===== src/core/gpmx_pkg.sv =====
// shared constants and types for the port E/F/G pin function block
package gpmx_pkg;
	localparam int NPIN = 26;
	localparam int E_BASE = 0;
	localparam int F_BASE = 9;
	localparam int G_BASE = 18;
	localparam int E_PINS = 9;
	localparam int F_PINS = 9;
	localparam int G_PINS = 8;
	localparam int E_PU_W = 8;
	localparam int E_FUNC_W = 18;
	localparam int F_FUNC_W = 22;
	localparam int G_FUNC_W = 16;
	// port F pins 5..8 carry 3-bit fields starting at bit 10
	localparam int F_WIDE_FIRST = 5;
	localparam int F_WIDE_LSB = 10;

	localparam logic [31:0] ADDR_E_FUNC = 32'h01D2_0028;
	localparam logic [31:0] ADDR_E_DATA = 32'h01D2_002C;
	localparam logic [31:0] ADDR_E_PUD = 32'h01D2_0030;
	localparam logic [31:0] ADDR_F_FUNC = 32'h01D2_0034;
	localparam logic [31:0] ADDR_F_DATA = 32'h01D2_0038;
	localparam logic [31:0] ADDR_F_PUD = 32'h01D2_003C;
	localparam logic [31:0] ADDR_G_FUNC = 32'h01D2_0040;
	localparam logic [31:0] ADDR_G_DATA = 32'h01D2_0044;
	localparam logic [31:0] ADDR_G_PUD = 32'h01D2_0048;

	localparam logic [E_FUNC_W-1:0] RST_E_FUNC = 18'h0_0000;
	localparam logic [F_FUNC_W-1:0] RST_F_FUNC = 22'h00_0000;
	localparam logic [G_FUNC_W-1:0] RST_G_FUNC = 16'h0000;
	localparam logic [NPIN-1:0] RST_PUD = 26'h000_0000;
	localparam logic [NPIN-1:0] RST_DATA = 26'h000_0000;

	localparam logic [1:0] RESP_OKAY = 2'h0;
	localparam logic [1:0] RESP_SLVERR = 2'h2;

	localparam logic [2:0] CODE_IN = 3'h0;
	localparam logic [2:0] CODE_OUT = 3'h1;
	localparam logic [2:0] CODE_ALT0 = 3'h2;
	localparam logic [2:0] CODE_ALT1 = 3'h3;
	localparam logic [2:0] CODE_ALT2 = 3'h4;

	typedef enum logic [5:0] {
		MD_IN = 6'h01,
		MD_OUT = 6'h02,
		MD_ALT0 = 6'h04,
		MD_ALT1 = 6'h08,
		MD_ALT2 = 6'h10,
		MD_NODRV = 6'h20
	} gpmx_mode_e;

	typedef enum logic [1:0] {
		WR_IDLE = 2'h1,
		WR_RESP = 2'h2
	} gpmx_wr_e;

	typedef enum logic [1:0] {
		RD_IDLE = 2'h1,
		RD_DATA = 2'h2
	} gpmx_rd_e;

	// peripheral drive request per alternate slot (0: code 10, 1: code 11, 2: code 100)
	typedef struct packed {
		logic [2:0] drv;
		logic [2:0] oe;
	} gpmx_alt_s;
endpackage : gpmx_pkg


===== src/core/gpmx_sync.sv =====
// two-flop synchroniser for pad-side levels
module gpmx_sync #(
	parameter int W = 1
) (
	input wire logic CLK_I,
	input wire logic RESET_N_I,
	input wire logic [W-1:0] async_i,
	output logic [W-1:0] sync_o
);
	logic [W-1:0] meta_reg;

	always_ff @(posedge CLK_I) begin
		if (!RESET_N_I) begin
			meta_reg <= '0;
			sync_o <= '0;
		end else begin
			meta_reg <= async_i;
			sync_o <= meta_reg;
		end
	end
endmodule : gpmx_sync


===== src/core/gpmx_top.sv =====
// port E/F/G pin function multiplexer with AXI4-Lite register access
// Behaviour
// - port E pins 1-7: 00 in, 01 out, alternates
// - E4/E5 code 11 feeds timer clock input
// - E0: 10 drives PLL clock, 11 main clock
// - E8 field [17:16], 10 drives codec clock
// - output pin drives its data bit
// - input pin reads back sampled pad level
// - alternate pin data readback is undefined
// - pull-up bit 0 enables, 1 disables
// - E8 has no pull-up, eight bits only
// - F5-F8 3-bit fields, three alternates
// - F3/F4 bus and DMA handshake alternates
// - F2 wait, F1/F0 two-wire, 11 reserved
// - G pins: 10 alternate, 11 external interrupt
// - port F function and pull-up clear on reset
// - port G function and pull-up clear on reset
// - port E function and pull-up clear on reset
//
// The AXI4-Lite interface to the registers was chosen for this implementation.
module gpmx_top #(
	parameter int AW = 32
) (
	input wire logic CLK_I,
	input wire logic RESET_N_I,
	input wire logic [AW-1:0] S_AXI_AWADDR_I,
	input wire logic S_AXI_AWVALID_I,
	output logic S_AXI_AWREADY_O,
	input wire logic [31:0] S_AXI_WDATA_I,
	input wire logic [3:0] S_AXI_WSTRB_I,
	input wire logic S_AXI_WVALID_I,
	output logic S_AXI_WREADY_O,
	output logic [1:0] S_AXI_BRESP_O,
	output logic S_AXI_BVALID_O,
	input wire logic S_AXI_BREADY_I,
	input wire logic [AW-1:0] S_AXI_ARADDR_I,
	input wire logic S_AXI_ARVALID_I,
	output logic S_AXI_ARREADY_O,
	output logic [31:0] S_AXI_RDATA_O,
	output logic [1:0] S_AXI_RRESP_O,
	output logic S_AXI_RVALID_O,
	input wire logic S_AXI_RREADY_I,
	input wire logic [gpmx_pkg::NPIN-1:0] PAD_IN_I,
	output logic [gpmx_pkg::NPIN-1:0] PAD_OUT_O,
	output logic [gpmx_pkg::NPIN-1:0] PAD_OE_N_O,
	output logic [gpmx_pkg::NPIN-1:0] PULLUP_EN_O,
	input gpmx_pkg::gpmx_alt_s [gpmx_pkg::NPIN-1:0] ALT_I,
	output logic [gpmx_pkg::NPIN-1:0] ALT_IN_O,
	input wire logic PLL_CLK_I,
	input wire logic MAIN_CLK_I,
	input wire logic CODEC_CLK_I,
	output logic EXT_TIMER_CLK_O,
	output logic [gpmx_pkg::G_PINS-1:0] EXT_IRQ_O
);
	import gpmx_pkg::*;

	logic [E_FUNC_W-1:0] e_func_reg;
	logic [F_FUNC_W-1:0] f_func_reg;
	logic [G_FUNC_W-1:0] g_func_reg;
	logic [NPIN-1:0] data_reg;
	logic [NPIN-1:0] pud_reg;
	logic [NPIN-1:0] pad_sync;
	logic [2:0] clk_sync;
	gpmx_mode_e mode [NPIN];
	logic [2:0] code [NPIN];

	gpmx_wr_e wr_state_reg;
	gpmx_rd_e rd_state_reg;
	logic aw_have_reg;
	logic w_have_reg;
	logic [AW-1:0] aw_addr_reg;
	logic [31:0] w_data_reg;
	logic [3:0] w_strb_reg;
	logic aw_take;
	logic w_take;
	logic wr_go;
	logic [AW-1:0] wr_addr;
	logic [31:0] wr_data;
	logic [3:0] wr_strb;
	logic [31:0] rd_word;
	logic rd_hit;
	logic wr_hit;

	// pads and foreign clocks are resynchronised before use
	gpmx_sync #(.W(NPIN)) u_pad_sync (
		.CLK_I(CLK_I),
		.RESET_N_I(RESET_N_I),
		.async_i(PAD_IN_I),
		.sync_o(pad_sync)
	);

	gpmx_sync #(.W(3)) u_clk_sync (
		.CLK_I(CLK_I),
		.RESET_N_I(RESET_N_I),
		.async_i({CODEC_CLK_I, MAIN_CLK_I, PLL_CLK_I}),
		.sync_o(clk_sync)
	);

	// byte-lane merge of a write into a stored word
	function automatic logic [31:0] merge(input logic [31:0] old, input logic [31:0] nw,
			input logic [3:0] strb);
		logic [31:0] res;
		res = old;
		for (int b = 0; b < 4; b++) begin
			if (strb[b]) begin
				res[8*b +: 8] = nw[8*b +: 8];
			end
		end
		return res;
	endfunction : merge

	// field code of pin p, 2-bit fields widened with a zero
	function automatic logic [2:0] pin_code(input int p, input logic [E_FUNC_W-1:0] ef,
			input logic [F_FUNC_W-1:0] ff, input logic [G_FUNC_W-1:0] gf);
		logic [2:0] c;
		c = 3'h0;
		if (p < F_BASE) begin
			c = {1'b0, ef[2*p +: 2]};
		end else if (p < F_BASE + F_WIDE_FIRST) begin
			c = {1'b0, ff[2*(p-F_BASE) +: 2]};
		end else if (p < G_BASE) begin
			c = ff[F_WIDE_LSB + 3*(p-F_BASE-F_WIDE_FIRST) +: 3];
		end else begin
			c = {1'b0, gf[2*(p-G_BASE) +: 2]};
		end
		return c;
	endfunction : pin_code

	// reserved codes and input-only alternates never drive the pad
	function automatic gpmx_mode_e pin_mode(input int p, input logic [2:0] c);
		gpmx_mode_e m;
		m = MD_NODRV;
		case (c)
			CODE_IN: m = MD_IN;
			CODE_OUT: m = MD_OUT;
			CODE_ALT0: m = MD_ALT0;
			CODE_ALT1: m = MD_ALT1;
			CODE_ALT2: m = MD_ALT2;
			default: m = MD_NODRV;
		endcase
		if (c == CODE_ALT2 && (p < F_BASE + F_WIDE_FIRST || p >= G_BASE)) begin
			m = MD_NODRV;
		end
		if (c == CODE_ALT1) begin
			if (p == 1 || p == 2 || p == 3 || p == 8) begin
				m = MD_NODRV;
			end else if (p == 4 || p == 5 || p >= G_BASE) begin
				m = MD_NODRV;
			end else if (p >= F_BASE && p <= F_BASE + 2) begin
				m = MD_NODRV;
			end
		end
		if (p == E_PINS - 1 && c == CODE_IN) begin
			m = MD_NODRV;
		end
		return m;
	endfunction : pin_mode

	always_comb begin
		for (int p = 0; p < NPIN; p++) begin
			code[p] = pin_code(p, e_func_reg, f_func_reg, g_func_reg);
			mode[p] = pin_mode(p, code[p]);
		end
	end

	// pad drive, output enable is active low
	always_ff @(posedge CLK_I) begin
		if (!RESET_N_I) begin
			PAD_OUT_O <= '0;
			PAD_OE_N_O <= '1;
		end else begin
			for (int p = 0; p < NPIN; p++) begin
				PAD_OUT_O[p] <= 1'b0;
				PAD_OE_N_O[p] <= 1'b1;
				case (mode[p])
					MD_OUT: begin
						PAD_OUT_O[p] <= data_reg[p];
						PAD_OE_N_O[p] <= 1'b0;
					end
					MD_ALT0: begin
						PAD_OUT_O[p] <= ALT_I[p].drv[0];
						PAD_OE_N_O[p] <= ~ALT_I[p].oe[0];
					end
					MD_ALT1: begin
						PAD_OUT_O[p] <= ALT_I[p].drv[1];
						PAD_OE_N_O[p] <= ~ALT_I[p].oe[1];
					end
					MD_ALT2: begin
						PAD_OUT_O[p] <= ALT_I[p].drv[2];
						PAD_OE_N_O[p] <= ~ALT_I[p].oe[2];
					end
					default: begin
						PAD_OUT_O[p] <= 1'b0;
						PAD_OE_N_O[p] <= 1'b1;
					end
				endcase
			end
			if (mode[0] == MD_ALT0) begin
				PAD_OUT_O[0] <= clk_sync[0];
				PAD_OE_N_O[0] <= 1'b0;
			end else if (mode[0] == MD_ALT1) begin
				PAD_OUT_O[0] <= clk_sync[1];
				PAD_OE_N_O[0] <= 1'b0;
			end
			if (mode[E_PINS-1] == MD_ALT0) begin
				PAD_OUT_O[E_PINS-1] <= clk_sync[2];
				PAD_OE_N_O[E_PINS-1] <= 1'b0;
			end
		end
	end

	// peripheral-facing inputs idle high when the pin is not handed over, the timer clock idles low
	always_ff @(posedge CLK_I) begin
		if (!RESET_N_I) begin
			ALT_IN_O <= '1;
			EXT_TIMER_CLK_O <= 1'b0;
			EXT_IRQ_O <= '1;
		end else begin
			for (int p = 0; p < NPIN; p++) begin
				ALT_IN_O[p] <= (code[p] >= CODE_ALT0) ? pad_sync[p] : 1'b1;
			end
			if (code[4] == CODE_ALT1) begin
				EXT_TIMER_CLK_O <= pad_sync[4];
			end else if (code[5] == CODE_ALT1) begin
				EXT_TIMER_CLK_O <= pad_sync[5];
			end else begin
				EXT_TIMER_CLK_O <= 1'b0;
			end
			for (int g = 0; g < G_PINS; g++) begin
				EXT_IRQ_O[g] <= (code[G_BASE+g] == CODE_ALT1) ? pad_sync[G_BASE+g] : 1'b1;
			end
		end
	end

	always_ff @(posedge CLK_I) begin
		if (!RESET_N_I) begin
			PULLUP_EN_O <= '0;
		end else begin
			PULLUP_EN_O <= ~pud_reg;
			PULLUP_EN_O[E_PINS-1] <= 1'b0;
		end
	end

	// write channel: address and data accepted in either order
	assign aw_take = S_AXI_AWVALID_I && S_AXI_AWREADY_O;
	assign w_take = S_AXI_WVALID_I && S_AXI_WREADY_O;
	assign wr_addr = aw_have_reg ? aw_addr_reg : S_AXI_AWADDR_I;
	assign wr_data = w_have_reg ? w_data_reg : S_AXI_WDATA_I;
	assign wr_strb = w_have_reg ? w_strb_reg : S_AXI_WSTRB_I;
	assign wr_go = (wr_state_reg == WR_IDLE) && (aw_have_reg || aw_take)
		&& (w_have_reg || w_take);

	always_comb begin
		wr_hit = 1'b1;
		if (wr_addr == ADDR_E_FUNC) begin
			wr_hit = 1'b1;
		end else if (wr_addr == ADDR_E_DATA || wr_addr == ADDR_E_PUD) begin
			wr_hit = 1'b1;
		end else if (wr_addr == ADDR_F_FUNC || wr_addr == ADDR_F_DATA) begin
			wr_hit = 1'b1;
		end else if (wr_addr == ADDR_F_PUD || wr_addr == ADDR_G_FUNC) begin
			wr_hit = 1'b1;
		end else if (wr_addr == ADDR_G_DATA || wr_addr == ADDR_G_PUD) begin
			wr_hit = 1'b1;
		end else begin
			wr_hit = 1'b0;
		end
	end

	always_ff @(posedge CLK_I) begin
		if (!RESET_N_I) begin
			wr_state_reg <= WR_IDLE;
			aw_have_reg <= 1'b0;
			w_have_reg <= 1'b0;
			aw_addr_reg <= '0;
			w_data_reg <= '0;
			w_strb_reg <= '0;
			S_AXI_AWREADY_O <= 1'b1;
			S_AXI_WREADY_O <= 1'b1;
			S_AXI_BVALID_O <= 1'b0;
			S_AXI_BRESP_O <= RESP_OKAY;
		end else begin
			case (wr_state_reg)
				WR_IDLE: begin
					if (wr_go) begin
						wr_state_reg <= WR_RESP;
						aw_have_reg <= 1'b0;
						w_have_reg <= 1'b0;
						S_AXI_AWREADY_O <= 1'b0;
						S_AXI_WREADY_O <= 1'b0;
						S_AXI_BVALID_O <= 1'b1;
						S_AXI_BRESP_O <= wr_hit ? RESP_OKAY : RESP_SLVERR;
					end else begin
						if (aw_take) begin
							aw_have_reg <= 1'b1;
							aw_addr_reg <= S_AXI_AWADDR_I;
							S_AXI_AWREADY_O <= 1'b0;
						end
						if (w_take) begin
							w_have_reg <= 1'b1;
							w_data_reg <= S_AXI_WDATA_I;
							w_strb_reg <= S_AXI_WSTRB_I;
							S_AXI_WREADY_O <= 1'b0;
						end
					end
				end
				WR_RESP: begin
					if (S_AXI_BREADY_I) begin
						wr_state_reg <= WR_IDLE;
						S_AXI_BVALID_O <= 1'b0;
						S_AXI_AWREADY_O <= 1'b1;
						S_AXI_WREADY_O <= 1'b1;
					end
				end
				default: begin
					wr_state_reg <= WR_IDLE;
				end
			endcase
		end
	end

	// register stores update at the edge that completes the write
	always_ff @(posedge CLK_I) begin
		if (!RESET_N_I) begin
			e_func_reg <= RST_E_FUNC;
			f_func_reg <= RST_F_FUNC;
			g_func_reg <= RST_G_FUNC;
			pud_reg <= RST_PUD;
			data_reg <= RST_DATA;
		end else if (wr_go) begin
			if (wr_addr == ADDR_E_FUNC) begin
				e_func_reg <= E_FUNC_W'(merge(32'(e_func_reg), wr_data, wr_strb));
			end else if (wr_addr == ADDR_F_FUNC) begin
				f_func_reg <= F_FUNC_W'(merge(32'(f_func_reg), wr_data, wr_strb));
			end else if (wr_addr == ADDR_G_FUNC) begin
				g_func_reg <= G_FUNC_W'(merge(32'(g_func_reg), wr_data, wr_strb));
			end else if (wr_addr == ADDR_E_DATA) begin
				data_reg[E_BASE +: E_PINS] <= E_PINS'(merge(
					32'(data_reg[E_BASE +: E_PINS]), wr_data, wr_strb));
			end else if (wr_addr == ADDR_F_DATA) begin
				data_reg[F_BASE +: F_PINS] <= F_PINS'(merge(
					32'(data_reg[F_BASE +: F_PINS]), wr_data, wr_strb));
			end else if (wr_addr == ADDR_G_DATA) begin
				data_reg[G_BASE +: G_PINS] <= G_PINS'(merge(
					32'(data_reg[G_BASE +: G_PINS]), wr_data, wr_strb));
			end else if (wr_addr == ADDR_E_PUD) begin
				pud_reg[E_BASE +: E_PU_W] <= E_PU_W'(merge(
					32'(pud_reg[E_BASE +: E_PU_W]), wr_data, wr_strb));
			end else if (wr_addr == ADDR_F_PUD) begin
				pud_reg[F_BASE +: F_PINS] <= F_PINS'(merge(
					32'(pud_reg[F_BASE +: F_PINS]), wr_data, wr_strb));
			end else if (wr_addr == ADDR_G_PUD) begin
				pud_reg[G_BASE +: G_PINS] <= G_PINS'(merge(
					32'(pud_reg[G_BASE +: G_PINS]), wr_data, wr_strb));
			end
		end
	end

	// readback: inputs and alternates show the pad, outputs show the latch
	function automatic logic [31:0] port_read(input int base, input int n,
			input logic [NPIN-1:0] dat, input logic [NPIN-1:0] pad);
		logic [31:0] v;
		v = 32'h0000_0000;
		for (int i = 0; i < n; i++) begin
			v[i] = (mode[base+i] == MD_OUT) ? dat[base+i] : pad[base+i];
		end
		return v;
	endfunction : port_read

	always_comb begin
		rd_word = 32'h0000_0000;
		rd_hit = 1'b1;
		if (S_AXI_ARADDR_I == ADDR_E_FUNC) begin
			rd_word = 32'(e_func_reg);
		end else if (S_AXI_ARADDR_I == ADDR_F_FUNC) begin
			rd_word = 32'(f_func_reg);
		end else if (S_AXI_ARADDR_I == ADDR_G_FUNC) begin
			rd_word = 32'(g_func_reg);
		end else if (S_AXI_ARADDR_I == ADDR_E_DATA) begin
			rd_word = port_read(E_BASE, E_PINS, data_reg, pad_sync);
		end else if (S_AXI_ARADDR_I == ADDR_F_DATA) begin
			rd_word = port_read(F_BASE, F_PINS, data_reg, pad_sync);
		end else if (S_AXI_ARADDR_I == ADDR_G_DATA) begin
			rd_word = port_read(G_BASE, G_PINS, data_reg, pad_sync);
		end else if (S_AXI_ARADDR_I == ADDR_E_PUD) begin
			rd_word = 32'(pud_reg[E_BASE +: E_PU_W]);
		end else if (S_AXI_ARADDR_I == ADDR_F_PUD) begin
			rd_word = 32'(pud_reg[F_BASE +: F_PINS]);
		end else if (S_AXI_ARADDR_I == ADDR_G_PUD) begin
			rd_word = 32'(pud_reg[G_BASE +: G_PINS]);
		end else begin
			rd_hit = 1'b0;
		end
	end

	always_ff @(posedge CLK_I) begin
		if (!RESET_N_I) begin
			rd_state_reg <= RD_IDLE;
			S_AXI_ARREADY_O <= 1'b1;
			S_AXI_RVALID_O <= 1'b0;
			S_AXI_RDATA_O <= 32'h0000_0000;
			S_AXI_RRESP_O <= RESP_OKAY;
		end else begin
			case (rd_state_reg)
				RD_IDLE: begin
					if (S_AXI_ARVALID_I) begin
						rd_state_reg <= RD_DATA;
						S_AXI_ARREADY_O <= 1'b0;
						S_AXI_RVALID_O <= 1'b1;
						S_AXI_RDATA_O <= rd_word;
						S_AXI_RRESP_O <= rd_hit ? RESP_OKAY : RESP_SLVERR;
					end
				end
				RD_DATA: begin
					if (S_AXI_RREADY_I) begin
						rd_state_reg <= RD_IDLE;
						S_AXI_RVALID_O <= 1'b0;
						S_AXI_ARREADY_O <= 1'b1;
					end
				end
				default: begin
					rd_state_reg <= RD_IDLE;
				end
			endcase
		end
	end
endmodule : gpmx_top


===== config.mk =====
export PLATFORM = sky130hd
export DESIGN_NAME = gpmx_top
export DESIGN_NICKNAME = d
export VERILOG_FILES = /design/src/core/gpmx_pkg.sv /design/src/core/gpmx_sync.sv /design/src/core/gpmx_top.sv
export SDC_FILE = /design/constraint.sdc
export NUM_CORES = 1
export LEC_CHECK = 0
export BUFFER_PORTS_ARGS = -buffer_cell sky130_fd_sc_hd__buf_2
export CAP_MARGIN = 20
export CORE_MARGIN = 4
export CORE_UTILIZATION = 56
export CTS_CLUSTER_SIZE = 25
export DETAILED_ROUTE_END_ITERATION = 10
export MAX_ROUTING_LAYER = met4
export PLACE_DENSITY = 0.82
export SYNTH_ARGS = -nofsm -noshare
export SYNTH_HDL_FRONTEND = slang
export SYNTH_SLANG_ARGS = --single-unit

===== constraint.sdc =====
create_clock -name CLK_I -period 4.72 [get_ports CLK_I]
set_input_delay 0.472 -clock CLK_I [delete_from_list [all_inputs] [get_ports CLK_I]]
set_output_delay 0.472 -clock CLK_I [all_outputs]
set_load 0.05 [all_outputs]

; ---- Word level (Yosys, flattened, before mapping)
; Cells that the tools add are included.
[classes]
magnitude_cmp = 26
n_eq_ne = 214
muxes = 184
bitwise_logic = 85
reduce_logical = 103
[op_table]
columns = cell, count
row1 = equality test 32 x 25 -> 1 bit (second input constant), 18
row2 = case mux 6 bit (3 select lines), 16
row3 = case mux 1 bit (4 select lines), 48
row4 = equality test 6 x 2 -> 1 bit (second input constant), 26
row5 = equality test 6 x 3 -> 1 bit (second input constant), 26
row6 = equality test 6 x 4 -> 1 bit (second input constant), 26
row7 = equality test 6 x 5 -> 1 bit (second input constant), 26
row8 = case mux 6 bit (4 select lines), 5
row9 = case mux 6 bit (5 select lines), 4
row10 = 2-to-1 mux 6 bit, 18
row11 = equality test 2 bit (second input constant), 46
row12 = NOT 1 bit, 84
row13 = AND reduction 2 bit, 40
row14 = zero test 3 bit, 26
row15 = 2-to-1 mux 22 bit, 3
row16 = 2-to-1 mux 1 bit, 63
row17 = equality test 2 x 1 -> 1 bit (second input constant), 24
row18 = 2-to-1 mux 9 bit, 5
row19 = >= comparator 2 bit (second input constant), 22
row20 = 2-to-1 mux 32 bit, 1
row21 = AND reduction 3 bit, 9
row22 = NOT 26 bit, 1
row23 = equality test 3 x 2 -> 1 bit (second input constant), 8
row24 = AND reduction 10 bit, 2
row25 = other kinds (23), 65
[totals]
register_bits = 382
input_bits = 292
output_inout_bits = 154
word_cells = 687

; ---- Logic depth before layout (Yosys ltp)
; Gate-level depths: netlist (run 1).
[depth]
word_depth = 11
depth_mapped = 9
depth_no_buf = 8

; ---- Hierarchy
; From an unflattened synthesis (run 1), not the netlist that was laid out.
[unflattened]
cells_unflattened = 1654
hier_area_um2 = 15429.8
[by_module_without_submodules]
columns = mod, n_inst, cells_per_inst, area_per_inst_um2, seq_area_each_um2
row1 = gpmx_top, 1, 1533, 13815.8, 6226.0
row2 = gpmx_sync (u_pad_sync), 1, 109, 1456.4, 1041.0
row3 = gpmx_sync (u_clk_sync), 1, 12, 157.7, 120.1

; ---- Worst setup path before layout (run 1)
; No wires, ideal clock.
[synth_path]
path_kind = reg2reg
start = register S_AXI_WREADY_O
end = register f_func_reg[5]
setup_time_ns = 0.122
t_arrival_ns = 2.073
required_time_ns = 4.598
setup_slack_ns = 2.525
stages_incl_launch_ff = 8
path_buffers = 1
synth_period_minus_slack_ns = 2.195
cell_sequence = dfxtp_1 > a21o_1 > nand4_1 > a2111oi_4 > nand3_2 > buf_2 > nand3_1 > o21ai_1
[synth_between]
elab_chain_len = 4
[synth_rtl]
columns = element, line
row1 = from (decl), gpmx_top.sv:32  ; output logic S_AXI_WREADY_O,
row2 = from (signal assigned), gpmx_top.sv:279  ; S_AXI_WREADY_O <= 1'b1;
row3 = from (signal assigned), gpmx_top.sv:290  ; S_AXI_WREADY_O <= 1'b0;
row4 = from (signal assigned), gpmx_top.sv:303  ; S_AXI_WREADY_O <= 1'b0;
row5 = logical AND 1 bit, gpmx_top.sv:246  ; assign w_take = S_AXI_WVALID_I && S_AXI_WREADY_O;
row6 = logical OR 1 bit, gpmx_top.sv:251  ; && (w_have_reg || w_take);
row7 = logical AND 1 bit, gpmx_top.sv:251
row8 = AND reduction 4 bit (no line), -
row9 = to (signal assigned), gpmx_top.sv:334  ; f_func_reg <= F_FUNC_W'(merge(32'(f_func_reg), wr_data, wr_strb));
row10 = to (decl), gpmx_top.sv:58  ; logic [F_FUNC_W-1:0] f_func_reg;
; Every way passes these cells.
; A chain may end at the register's enable or synchronous reset.

; ---- Final worst setup path (run 1)
[layout_path]
start = register aw_have_reg
end = register g_func_reg[11]
[layout_between]
elab_chain_len = 4
elab_cells_between_ends = 10
classes_between = eq/ne (3) / mux (1) / bitwise (2) / reduce/logical (4)
[layout_rtl]
columns = element, line
row1 = from (decl), gpmx_top.sv:69  ; logic aw_have_reg;
row2 = from (signal assigned), gpmx_top.sv:273  ; aw_have_reg <= 1'b0;
row3 = from (signal assigned), gpmx_top.sv:287  ; aw_have_reg <= 1'b0;
row4 = from (signal assigned), gpmx_top.sv:295  ; aw_have_reg <= 1'b1;
row5 = 2-to-1 mux 32 bit or logical OR 1 bit (tied branches), "gpmx_top.sv:247, gpmx_top.sv:250"
row6 = "equality test 32 x 25 -> 1 bit, or another cell as far along", gpmx_top.sv:333  ; end else if (wr_addr == ADDR_F_FUNC) begin
row7 = NOT 1 bit (no line) or logical AND 1 bit (tied branches), -
row8 = AND reduction 5 bit (no line) *, -
row9 = to (signal assigned), gpmx_top.sv:336  ; g_func_reg <= G_FUNC_W'(merge(32'(g_func_reg), wr_data, wr_strb));
row10 = to (decl), gpmx_top.sv:59  ; logic [G_FUNC_W-1:0] g_func_reg;
; Mark *: on every way between the ends. The rest lies on a longest branch, timed or not.

==> results.sh, run 1 <==
export IMPL_syn_to_final_growth_pct=19.9
export IMPL_cts_root_buf="clkbuf_16"
export IMPL_clock_path_buffers=3
export IMPL_synth_most_common_cell="dfxtp_1"
export IMPL_cts_made_buffers=38
export IMPL_placed_area_um2=16800
export IMPL_multi_input_area_um2=6920
export IMPL_largest_register_ff_count=32
export IMPL_hpwl_um=32600
export IMPL_fp_dieW_um=172
export IMPL_relSlewSlack_pct=32.6
export IMPL_path_clk_slew_ns=0.06
export IMPL_status="complete, no violations"
export IMPL_drtPass1Iterations=5
export IMPL_fin_setup_tns_ns=0
export IMPL_async_reset_ff_share_pct=0
export IMPL_finalSetupViolCount=0
export IMPL_ys_seq_area_share_pct=49.1
export IMPL_rsz0062_at_grt="no"
export IMPL_synth_edf_count=0
export IMPL_coreArea_um2=26300
export IMPL_path_max_fanout=24
export IMPL_cp_required_ns=5.08
export IMPL_grt_max_degree=83
export IMPL_gp_congestion=0.925
export IMPL_drt_total_wl_um=45000
export IMPL_fmax_mhz=312
export IMPL_grt_usage_pct=29.8
export IMPL_crit_start="aw_have_reg$_SDFFE_PN0P_"
export IMPL_initial_core_util_pct=57.3
export IMPL_synth_top_area_share_pct=49.1
export IMPL_synth_main_ff_cell="dfxtp_1"
export IMPL_yosys_area_top_type="dfxtp_1"
export IMPL_cts_setup_buffers=0
export IMPL_port_buffers=337
export IMPL_cts_hold_buffers=0
export IMPL_cts_resized=0
export IMPL_hp_class="input port to flip-flop"
export IMPL_drt_iter0_markers=1125
export IMPL_die_h_um=172
export IMPL_htree_levels=2
export IMPL_synthDistinctLibCells=78
export IMPL_fillCellCount=2095
export IMPL_wl_per_cell_um=19.3
export IMPL_synth_area_um2=15000
export IMPL_vdd_drop_max_uv=339
export IMPL_tightest_slew_ns=1.01
export IMPL_syn_area_per_cell_um2=8.94
export IMPL_overflow=0
export IMPL_pwr_density_cell_nw_per_um2=382
export IMPL_grt_pass1_vias=12600
export IMPL_drv_slew=0
export IMPL_synthCells=1684
export IMPL_grt_antenna_before_repair=9
export IMPL_reg2reg_from="aw_have_reg$_SDFFE_PN0P_"
export IMPL_fin_worst_skew_ns=0.0112
export IMPL_start_kind="flip-flop"
export IMPL_nets=2315
export IMPL_ys_seq_elements=369
export IMPL_drive_gt1_share_pct=23.8
export IMPL_min_delay_start="PAD_IN_I[21]"
export IMPL_fin_area_um2=18100
export IMPL_cts_sinks=369
export IMPL_fin_crit_sh_pct=67.8
export IMPL_drv_cap=0
export IMPL_dieArea_um2=29600
export IMPL_yosys_top_cells_count="dfxtp_1, nand2_1, nand3_1"
export IMPL_grt_pass1_wl_um=67600
export IMPL_synth_warnings=0
export IMPL_arrival_ns=3.56
export IMPL_power_leakage_nw=7.25
export IMPL_end_kind="flip-flop"
export IMPL_hold_viol_final=0
export IMPL_cts_tree="built"
export IMPL_timing_worst_setup_path_type="flip-flop to flip-flop"
export IMPL_ios=446
export IMPL_layout_min_cycle_time_ns=3.20
export IMPL_hold_worst_slack_ns=0.158
export IMPL_yosys_top_cells_area="dfxtp_1, nand2_1, ha_1"
export IMPL_fin_util_pct=68.7
export IMPL_rows=59
export IMPL_clk_latency_ns=0.52
export IMPL_final_cells=2336
export IMPL_viasPerCell=5.72
export IMPL_ant_nets=0
export IMPL_drc=0
export IMPL_placedCellCount=2260
export IMPL_seqCellArea_um2=7390
export IMPL_via_count=13400
routing by layer:
layer	share of wire (%)	wire, um	vias up	global-route usage (%)
met2	48	21400	608	49.3
li1	-	-	6404	-
met3	9.4	4230	98	5.78
met4	3.0	1350	0	8.89
met5	0	0	-	-
met1	40	18000	6256	37.3
path summary, 6_finish.rpt:
path,slack (ns),cells after the start,end
setup / recovery,1.52,6,g_func_reg[11]$_SDFFE_PN0P_
hold / removal,0.16,2,u_pad_sync.meta_reg[21]$_SDFF_PN0_
setup reg to reg,1.52,6,g_func_reg[11]$_SDFFE_PN0P_
hold reg to reg,0.42,1,u_pad_sync.sync_o[25]$_SDFF_PN0_
worst max-delay path, cell delays in order, from the launching register on:
cell and delay (ns):
dfxtp_1 0.86, nor4bb_1 0.36, and4_1 0.26, o2bb2ai_2 0.37
nand4_1 0.76, nand3_1 0.30, o21ai_0 0.13
metrics by stage:
stage / setup slack [ns] / power [mW]
floorplan: 2.53 / 3.73
global placement: 1.67 / 3.93
detailed placement: 1.58 / 3.94
CTS: 1.52 / 6.91
global route: 1.25 / 7.10
finish: 1.52 / 6.89
report_power, final:
part           internal, mW  total (mW)  switching (mW)  leakage (nW)
Clock                  1.81        3.00            1.19         0.612
Combinational         0.207       0.629           0.422          3.63
Sequential             3.20        3.26          0.0551          3.01
layout make-up:
class / instances / share of cell area [%]
repair buffers: 347 / 9.81
clock buffers: 56 / 6.20
diodes: 9 / 0.125
well taps: 335 / 2.32
inverters: 73 / 1.53
clock inverters: 10 / 0.742
flip-flops and latches: 369 / 40.9
multi-input cells: 1137 / 38.3
cell families (layout without fill, tap and decap cells):
group	after synthesis	in the layout	share of synthesized area (%)
flops	369	369	49.1
mux	61	61	4.42
buf+inv	190	486	5.28
compound gates	379	379	15.7
other cells	1	22	0.0249
simple gates	627	627	20.7
fa+ha+maj	57	57	4.74
cells in the final DEF (no fill, tap or decap), drive strengths merged, types with 8 or more instances in the layout:
cell type	count
a211o	16
a211oi	13
a21oi	102
a22oi	27
a2bb2oi	8
and2	65
buf	347
clkbuf	56
conb	13
dfxtp	369
diode	9
ha	57
inv	74
mux2	34
mux2i	27
nand2	212
nand3	121
nand3b	12
nand4	15
nor2	109
nor3	28
nor4	8
nor4b	10
o211ai	12
o21ai	138
o22ai	12
or3	8
Note: power is estimated with default switching activity, not from simulation.
==> inputs of run 2 (changes only) <==
--- a/config.mk
+++ b/config.mk
@@ -8,11 +8,11 @@
 export BUFFER_PORTS_ARGS = -buffer_cell sky130_fd_sc_hd__buf_2
 export CAP_MARGIN = 20
 export CORE_MARGIN = 4
-export CORE_UTILIZATION = 56
+export CORE_UTILIZATION = 47
 export CTS_CLUSTER_SIZE = 25
 export DETAILED_ROUTE_END_ITERATION = 10
 export MAX_ROUTING_LAYER = met4
-export PLACE_DENSITY = 0.82
+export PLACE_DENSITY = 0.73
 export SYNTH_ARGS = -nofsm -noshare
 export SYNTH_HDL_FRONTEND = slang
 export SYNTH_SLANG_ARGS = --single-unit
==> constraint.sdc (replaced) <==
create_clock -name CLK_I -period 2.7 [get_ports CLK_I]
set_input_delay 0.27 -clock CLK_I [delete_from_list [all_inputs] [get_ports CLK_I]]
set_output_delay 0.27 -clock CLK_I [all_outputs]
set_load 0.05 [all_outputs]
==> run 2 against run 1 <==
Combinational power increased by 96%. Sequential share of layout area is 2.4 points lower. Non-clock buffer count is 95 higher. Clock power increased by 90%. Utilization decreased by 7.8 points. Largest cell class unchanged. Die area up 18%. Critical path type is now input port to flip-flop. Power grew 83%. Final cell count up 7.0%. Hold slack lost 0.14 ns. Wire length grew 5.3%.
==> results.sh, run 2 (synthesis gave the netlist of run 1 again) <==
export IMPL_ant_nets=0
export IMPL_fillCellCount=2760
export IMPL_syn_to_final_growth_pct=27.6
export IMPL_power_leakage_nw=7.75
export IMPL_grt_antenna_before_repair=5
export IMPL_drive_gt1_share_pct=24.0
export IMPL_dieArea_um2=34900
export IMPL_wl_per_cell_um=19.0
export IMPL_start_kind="input port"
export IMPL_grt_max_degree=101
export IMPL_fp_dieW_um=187
export IMPL_cts_setup_buffers=0
export IMPL_grt_usage_pct=26.4
export IMPL_clock_path_buffers=3
export IMPL_power_total_mw=12.6
export IMPL_hp_class="input port to flip-flop"
export IMPL_viasPerCell=5.39
export IMPL_hold_path_end="aw_addr_reg[6]$_SDFFE_PN0P_"
export IMPL_grt_pass1_vias=13000
export IMPL_pwr_density_cell_nw_per_um2=657
export IMPL_tightest_slew_ns=0.671
export IMPL_die_h_um=187
export IMPL_status="complete, no violations"
export IMPL_mostFrequentLayoutCell="dfxtp_1"
export IMPL_cts_root_buf="clkbuf_16"
export IMPL_gp_congestion=0.929
export IMPL_fin_crit_sh_pct=94.5
export IMPL_min_delay_start="S_AXI_AWADDR_I[6]"
export IMPL_end_kind="flip-flop"
export IMPL_reg2reg_from="aw_have_reg$_SDFFE_PN0P_"
export IMPL_path_max_fanout=16
export IMPL_path_clk_slew_ns=0.06
export IMPL_htree_levels=2
export IMPL_largest_register_ff_count=32
export IMPL_fmax_mhz=392
export IMPL_placedCellCount=2346
export IMPL_fin_worst_skew_ns=0.0115
export IMPL_grt_most_used_layer="met2"
export IMPL_nets=2411
export IMPL_timing_worst_setup_path_type="input port to flip-flop"
export IMPL_grt_use_met3_pct=5.06
export IMPL_clk_latency_ns=0.53
export IMPL_cpMostUsedCell="nand3_1"
export IMPL_drv_slew=0
export IMPL_seqCellArea_um2=7390
export IMPL_layout_common_cells="dfxtp_1, buf_2, nand2_1, nand3_1, o21ai_0"
export IMPL_drv_cap=0
export IMPL_hold_viol_final=0
export IMPL_via_count=13500
export IMPL_multi_input_area_um2=6940
export IMPL_r2r_end="data_reg[24]$_SDFFE_PN0P_"
export IMPL_cp_required_ns=3.09
export IMPL_rows=65
export IMPL_cts_tree="built"
export IMPL_drtPass1Iterations=6
export IMPL_grt_pass1_wl_um=72200
export IMPL_rsz0062_at_grt="yes"
export IMPL_rrSetupSlack_ns=0.15
export IMPL_worstRegToRegCells=7
export IMPL_drc=0
export IMPL_ios=446
export IMPL_finalSetupViolCount=0
export IMPL_drt_iter0_markers=932
export IMPL_cp_cell_sequence="dlygate4sd3_1, buf_2, nor4_1, nand3_1, a2111oi_4, nand3_2, nand3_1, o21ai_1"
export IMPL_initial_core_util_pct=47.7
export IMPL_coreArea_um2=31600
export IMPL_max_stage_delay_ns=0.59
export IMPL_hpwl_um=33900
export IMPL_grtUsageMet1_pct=33.0
export IMPL_gr_usage_met2_pct=44.3
export IMPL_cts_made_buffers=39
export IMPL_port_buffers=337
export IMPL_hold_depth=3
export IMPL_arrival_ns=2.94
export IMPL_cts_sinks=369
export IMPL_drt_total_wl_um=47400
export IMPL_vdd_drop_max_uv=723
export IMPL_slowest_stage="a2111oi_4"
export IMPL_relSlewSlack_pct=55.0
export IMPL_final_cells=2499
export IMPL_overflow=0
export IMPL_layout_min_cycle_time_ns=2.55
run 2: final cells by class:
| type | count | area share [%] |
|---|---|---|
| flip-flops and latches | 369 | 38.5 |
| inverters | 73 | 1.44 |
| clock inverters | 18 | 1.28 |
| well taps | 402 | 2.62 |
| repair buffers | 442 | 14.1 |
| clock buffers | 53 | 5.84 |
| diodes | 5 | 0.0652 |
| multi-input cells | 1137 | 36.2 |
run 2: per-stage QoR:
stage / utilization (%) / setup TNS [ns] / worst slack (ns) / instance area (um^2) / hold slack (ns)
after floorplan: - / 0 / 0.505 / 15100 / 0.397
after global placement: 54.0 / 0 / 0.239 / 17000 / 0.415
after detailed placement: 54.0 / 0 / 0.149 / 17000 / 0.419
after CTS: 60.7 / 0 / 0.123 / 19200 / 0.000143
after global routing: 60.8 / -0.242 / -0.0494 / 19200 / 0.0157
final: 60.8 / 0 / 0.150 / 19200 / 0.0157
run 2: timing repair:
item,in CTS,in global routing
hold endpoints to repair,77,0
setup endpoints to repair,0,62
resized for setup,0,4
hold buffers,77,0
run 2: how the worst max path moves through the flow:
stage                                           start                          to
after floorplan           S_AXI_WREADY_O$_SDFFE_PN1P_  f_func_reg[5]$_SDFFE_PN0P_
after global placement             S_AXI_AWADDR_I[12]  f_func_reg[5]$_SDFFE_PN0P_
after detailed placement           S_AXI_AWADDR_I[12]  f_func_reg[0]$_SDFFE_PN0P_
after CTS                    aw_have_reg$_SDFFE_PN0P_  f_func_reg[9]$_SDFFE_PN0P_
after global routing         aw_have_reg$_SDFFE_PN0P_  g_func_reg[1]$_SDFFE_PN0P_
final                              S_AXI_AWADDR_I[12]  f_func_reg[0]$_SDFFE_PN0P_
run 2: metal layers:
metal  share of wire [%]  vias to the layer above
li1                    -                     6588
met1                  43                     6328
met2                  48                      470
met3                 6.6                       74
met4                 2.5                        0
met5                   0                        -
run 2: where the power goes:
| part | total [mW] | internal [mW] | switching (mW) |
|---|---|---|---|
| Combinational | 1.23 | 0.450 | 0.781 |
| Sequential | 5.68 | 5.60 | 0.0821 |
| Clock | 5.70 | 3.49 | 2.21 |
| Total | 12.6 | 9.54 | 3.07 |
run 2: worst max-delay path: cells and delay by family:
| kind | cells | cell delay, ns |
|---|---|---|
| simple gates | 4 | 1.31 |
| buf+inv | 2 | 0.66 |
| compound gates | 2 | 0.67 |
==> inputs of run 3 (changes only) <==
--- a/config.mk
+++ b/config.mk
@@ -5,7 +5,7 @@
 export SDC_FILE = /design/constraint.sdc
 export NUM_CORES = 1
 export LEC_CHECK = 0
-export BUFFER_PORTS_ARGS = -buffer_cell sky130_fd_sc_hd__buf_2
+export BUFFER_PORTS_ARGS = -buffer_cell sky130_fd_sc_hd__buf_4
 export CAP_MARGIN = 20
 export CORE_MARGIN = 4
 export CORE_UTILIZATION = 47
==> run 3 against run 2 <==
Sequential power about the same. Setup slack better by 0.022 ns. Utilization is 1.7 points higher. Fmax increased by 0.88%. Critical path depth decreased by 1. First-iteration DRC count rose by 11%. Die area is the same. Power fell by 2.9%. Sequential cell count unchanged. Combinational power is 7% higher. Hold slack got worse by 0.00098 ns. Critical endpoint is now data_reg[14]$_SDFFE_PN0P_. Largest cell class unchanged. Highest routed layer unchanged.
==> results.sh, run 3 (synthesis gave the netlist of run 1 again) <==
export IMPL_grt_pass1_wl_um=72600
export IMPL_path_clk_slew_ns=0.06
export IMPL_hold_viol_final=0
export IMPL_drive_gt1_share_pct=24.0
export IMPL_cts_setup_buffers=0
export IMPL_end_kind="flip-flop"
export IMPL_drv_slew=0
export IMPL_grt_pass1_vias=13000
export IMPL_drtPass1Iterations=8
export IMPL_fp_dieW_um=187
export IMPL_timing_worst_setup_path_type="flip-flop to flip-flop"
export IMPL_fmax_mhz=396
export IMPL_finalSetupViolCount=0
export IMPL_clk_latency_ns=0.52
export IMPL_path_max_fanout=16
export IMPL_nets=2396
export IMPL_fillCellCount=2702
export IMPL_mostFrequentLayoutCell="dfxtp_1"
export IMPL_grt_usage_pct=26.5
export IMPL_grt_max_degree=107
export IMPL_clock_path_buffers=3
export IMPL_rsz0062_at_grt="no"
export IMPL_rows=65
export IMPL_cp_required_ns=3.09
export IMPL_drt_iter0_markers=1033
export IMPL_layout_min_cycle_time_ns=2.53
export IMPL_cts_tree="built"
export IMPL_layout_common_cells="dfxtp_1, buf_4, nand2_1, nand3_1, o21ai_0"
export IMPL_placedCellCount=2346
export IMPL_die_h_um=187
export IMPL_gp_congestion=0.890
export IMPL_fin_crit_sh_pct=93.6
export IMPL_drt_total_wl_um=47300
export IMPL_fin_worst_skew_ns=0.0120
export IMPL_coreArea_um2=31600
export IMPL_initial_core_util_pct=47.7
export IMPL_dieArea_um2=34900
export IMPL_vdd_drop_max_uv=454
export IMPL_multi_input_area_um2=6930
export IMPL_status="complete, no violations"
export IMPL_drc=0
export IMPL_port_buffers=337
export IMPL_ios=446
export IMPL_cts_root_buf="clkbuf_16"
export IMPL_cts_made_buffers=40
export IMPL_largest_register_ff_count=32
export IMPL_fin_setup_tns_ns=0
export IMPL_wl_per_cell_um=19.1
export IMPL_ant_nets=0
export IMPL_overflow=0
export IMPL_arrival_ns=2.91
export IMPL_drv_cap=0
export IMPL_relSlewSlack_pct=55.6
export IMPL_final_cells=2478
export IMPL_viasPerCell=5.46
export IMPL_hpwl_um=34400
export IMPL_power_leakage_nw=7.92
export IMPL_start_kind="flip-flop"
export IMPL_pwr_density_cell_nw_per_um2=620
export IMPL_htree_levels=2
export IMPL_via_count=13500
export IMPL_fin_util_pct=62.5
export IMPL_grt_antenna_before_repair=2
export IMPL_tightest_slew_ns=0.663
export IMPL_syn_to_final_growth_pct=31.1
export IMPL_seqCellArea_um2=7390
export IMPL_cts_sinks=369
export IMPL_hp_class="input port to flip-flop"
## run 3: changes by cell type in the layout (fill, tap and decap cells not counted), moves of 3 or more
cell,delta
diode_2,-3
dlygate4sd3_1,-16
bufinv_16,-4
buf_4,+337
buf_2,-336
## run 3: repair_timing
item                                    4_1_cts  5_1_grt
endpoints found under the setup margin        0       10
hold endpoints to repair                     61        0
hold buffers                                 61        0
resized for setup                             0        2
## run 3: area by class of cell
| cell class | count | share of cell area (%) |
|---|---|---|
| antenna | 2 | 0.0254 |
| clock buffer | 53 | 5.63 |
| multi-input combinational | 1137 | 35.1 |
| tap | 402 | 2.55 |
| sequential | 369 | 37.4 |
| timing repair buffer | 426 | 17.1 |
| clock inverter | 16 | 0.723 |
| inverter | 73 | 1.40 |
## run 3: power by group
| part | leakage, nW | switching [mW] | internal [mW] |
|---|---|---|---|
| logic | 4.29 | 0.785 | 0.533 |
| clock network | 0.625 | 2.15 | 3.09 |
| registers | 3.01 | 0.0835 | 5.60 |
| total | 7.92 | 3.02 | 9.22 |
## run 3: stage by stage
stage	setup slack (ns)	hold slack (ns)	cell area (um^2)	total power, mW
after floorplan	0.505	0.397	15100	6.52
after global placement	0.242	0.416	17900	7.01
after detailed placement	0.171	0.422	17900	7.04
after CTS	0.175	0.000973	19700	12.3
after global routing	0.00743	0.00957	19700	12.7
final	0.172	0.0147	19700	12.2
## run 3: worst paths after layout
kind	startpoint	end	slack, ns	cells after the start
worst max-delay path	aw_have_reg$_SDFFE_PN0P_	data_reg[14]$_SDFFE_PN0P_	0.17	7
worst min-delay path	S_AXI_AWADDR_I[22]	aw_addr_reg[22]$_SDFFE_PN0P_	0.01	3
worst min register to register	u_pad_sync.meta_reg[18]$_SDFF_PN0_	u_pad_sync.sync_o[18]$_SDFF_PN0_	0.43	1
worst max register to register	aw_have_reg$_SDFFE_PN0P_	data_reg[14]$_SDFFE_PN0P_	0.17	7
## run 3: worst max-delay path, cell delays in order (launching register included)
cell,delay [ns]
dfxtp_1,0.47
buf_4,0.20
a21o_1,0.19
nand4_1,0.25
a2111oi_4,0.53
nand3_2,0.42
nand3_1,0.24
o21ai_1,0.08
## run 3: layer usage
metal | global-route usage, % | part of all wire (%) | up-vias | wire [um]
met5 | - | 0 | - | 0
li1 | - | - | 6573 | -
met1 | 33.0 | 42 | 6330 | 20000
met2 | 43.8 | 48 | 527 | 22500
met4 | 8.79 | 3.3 | 0 | 1540
met3 | 4.98 | 6.9 | 97 | 3260
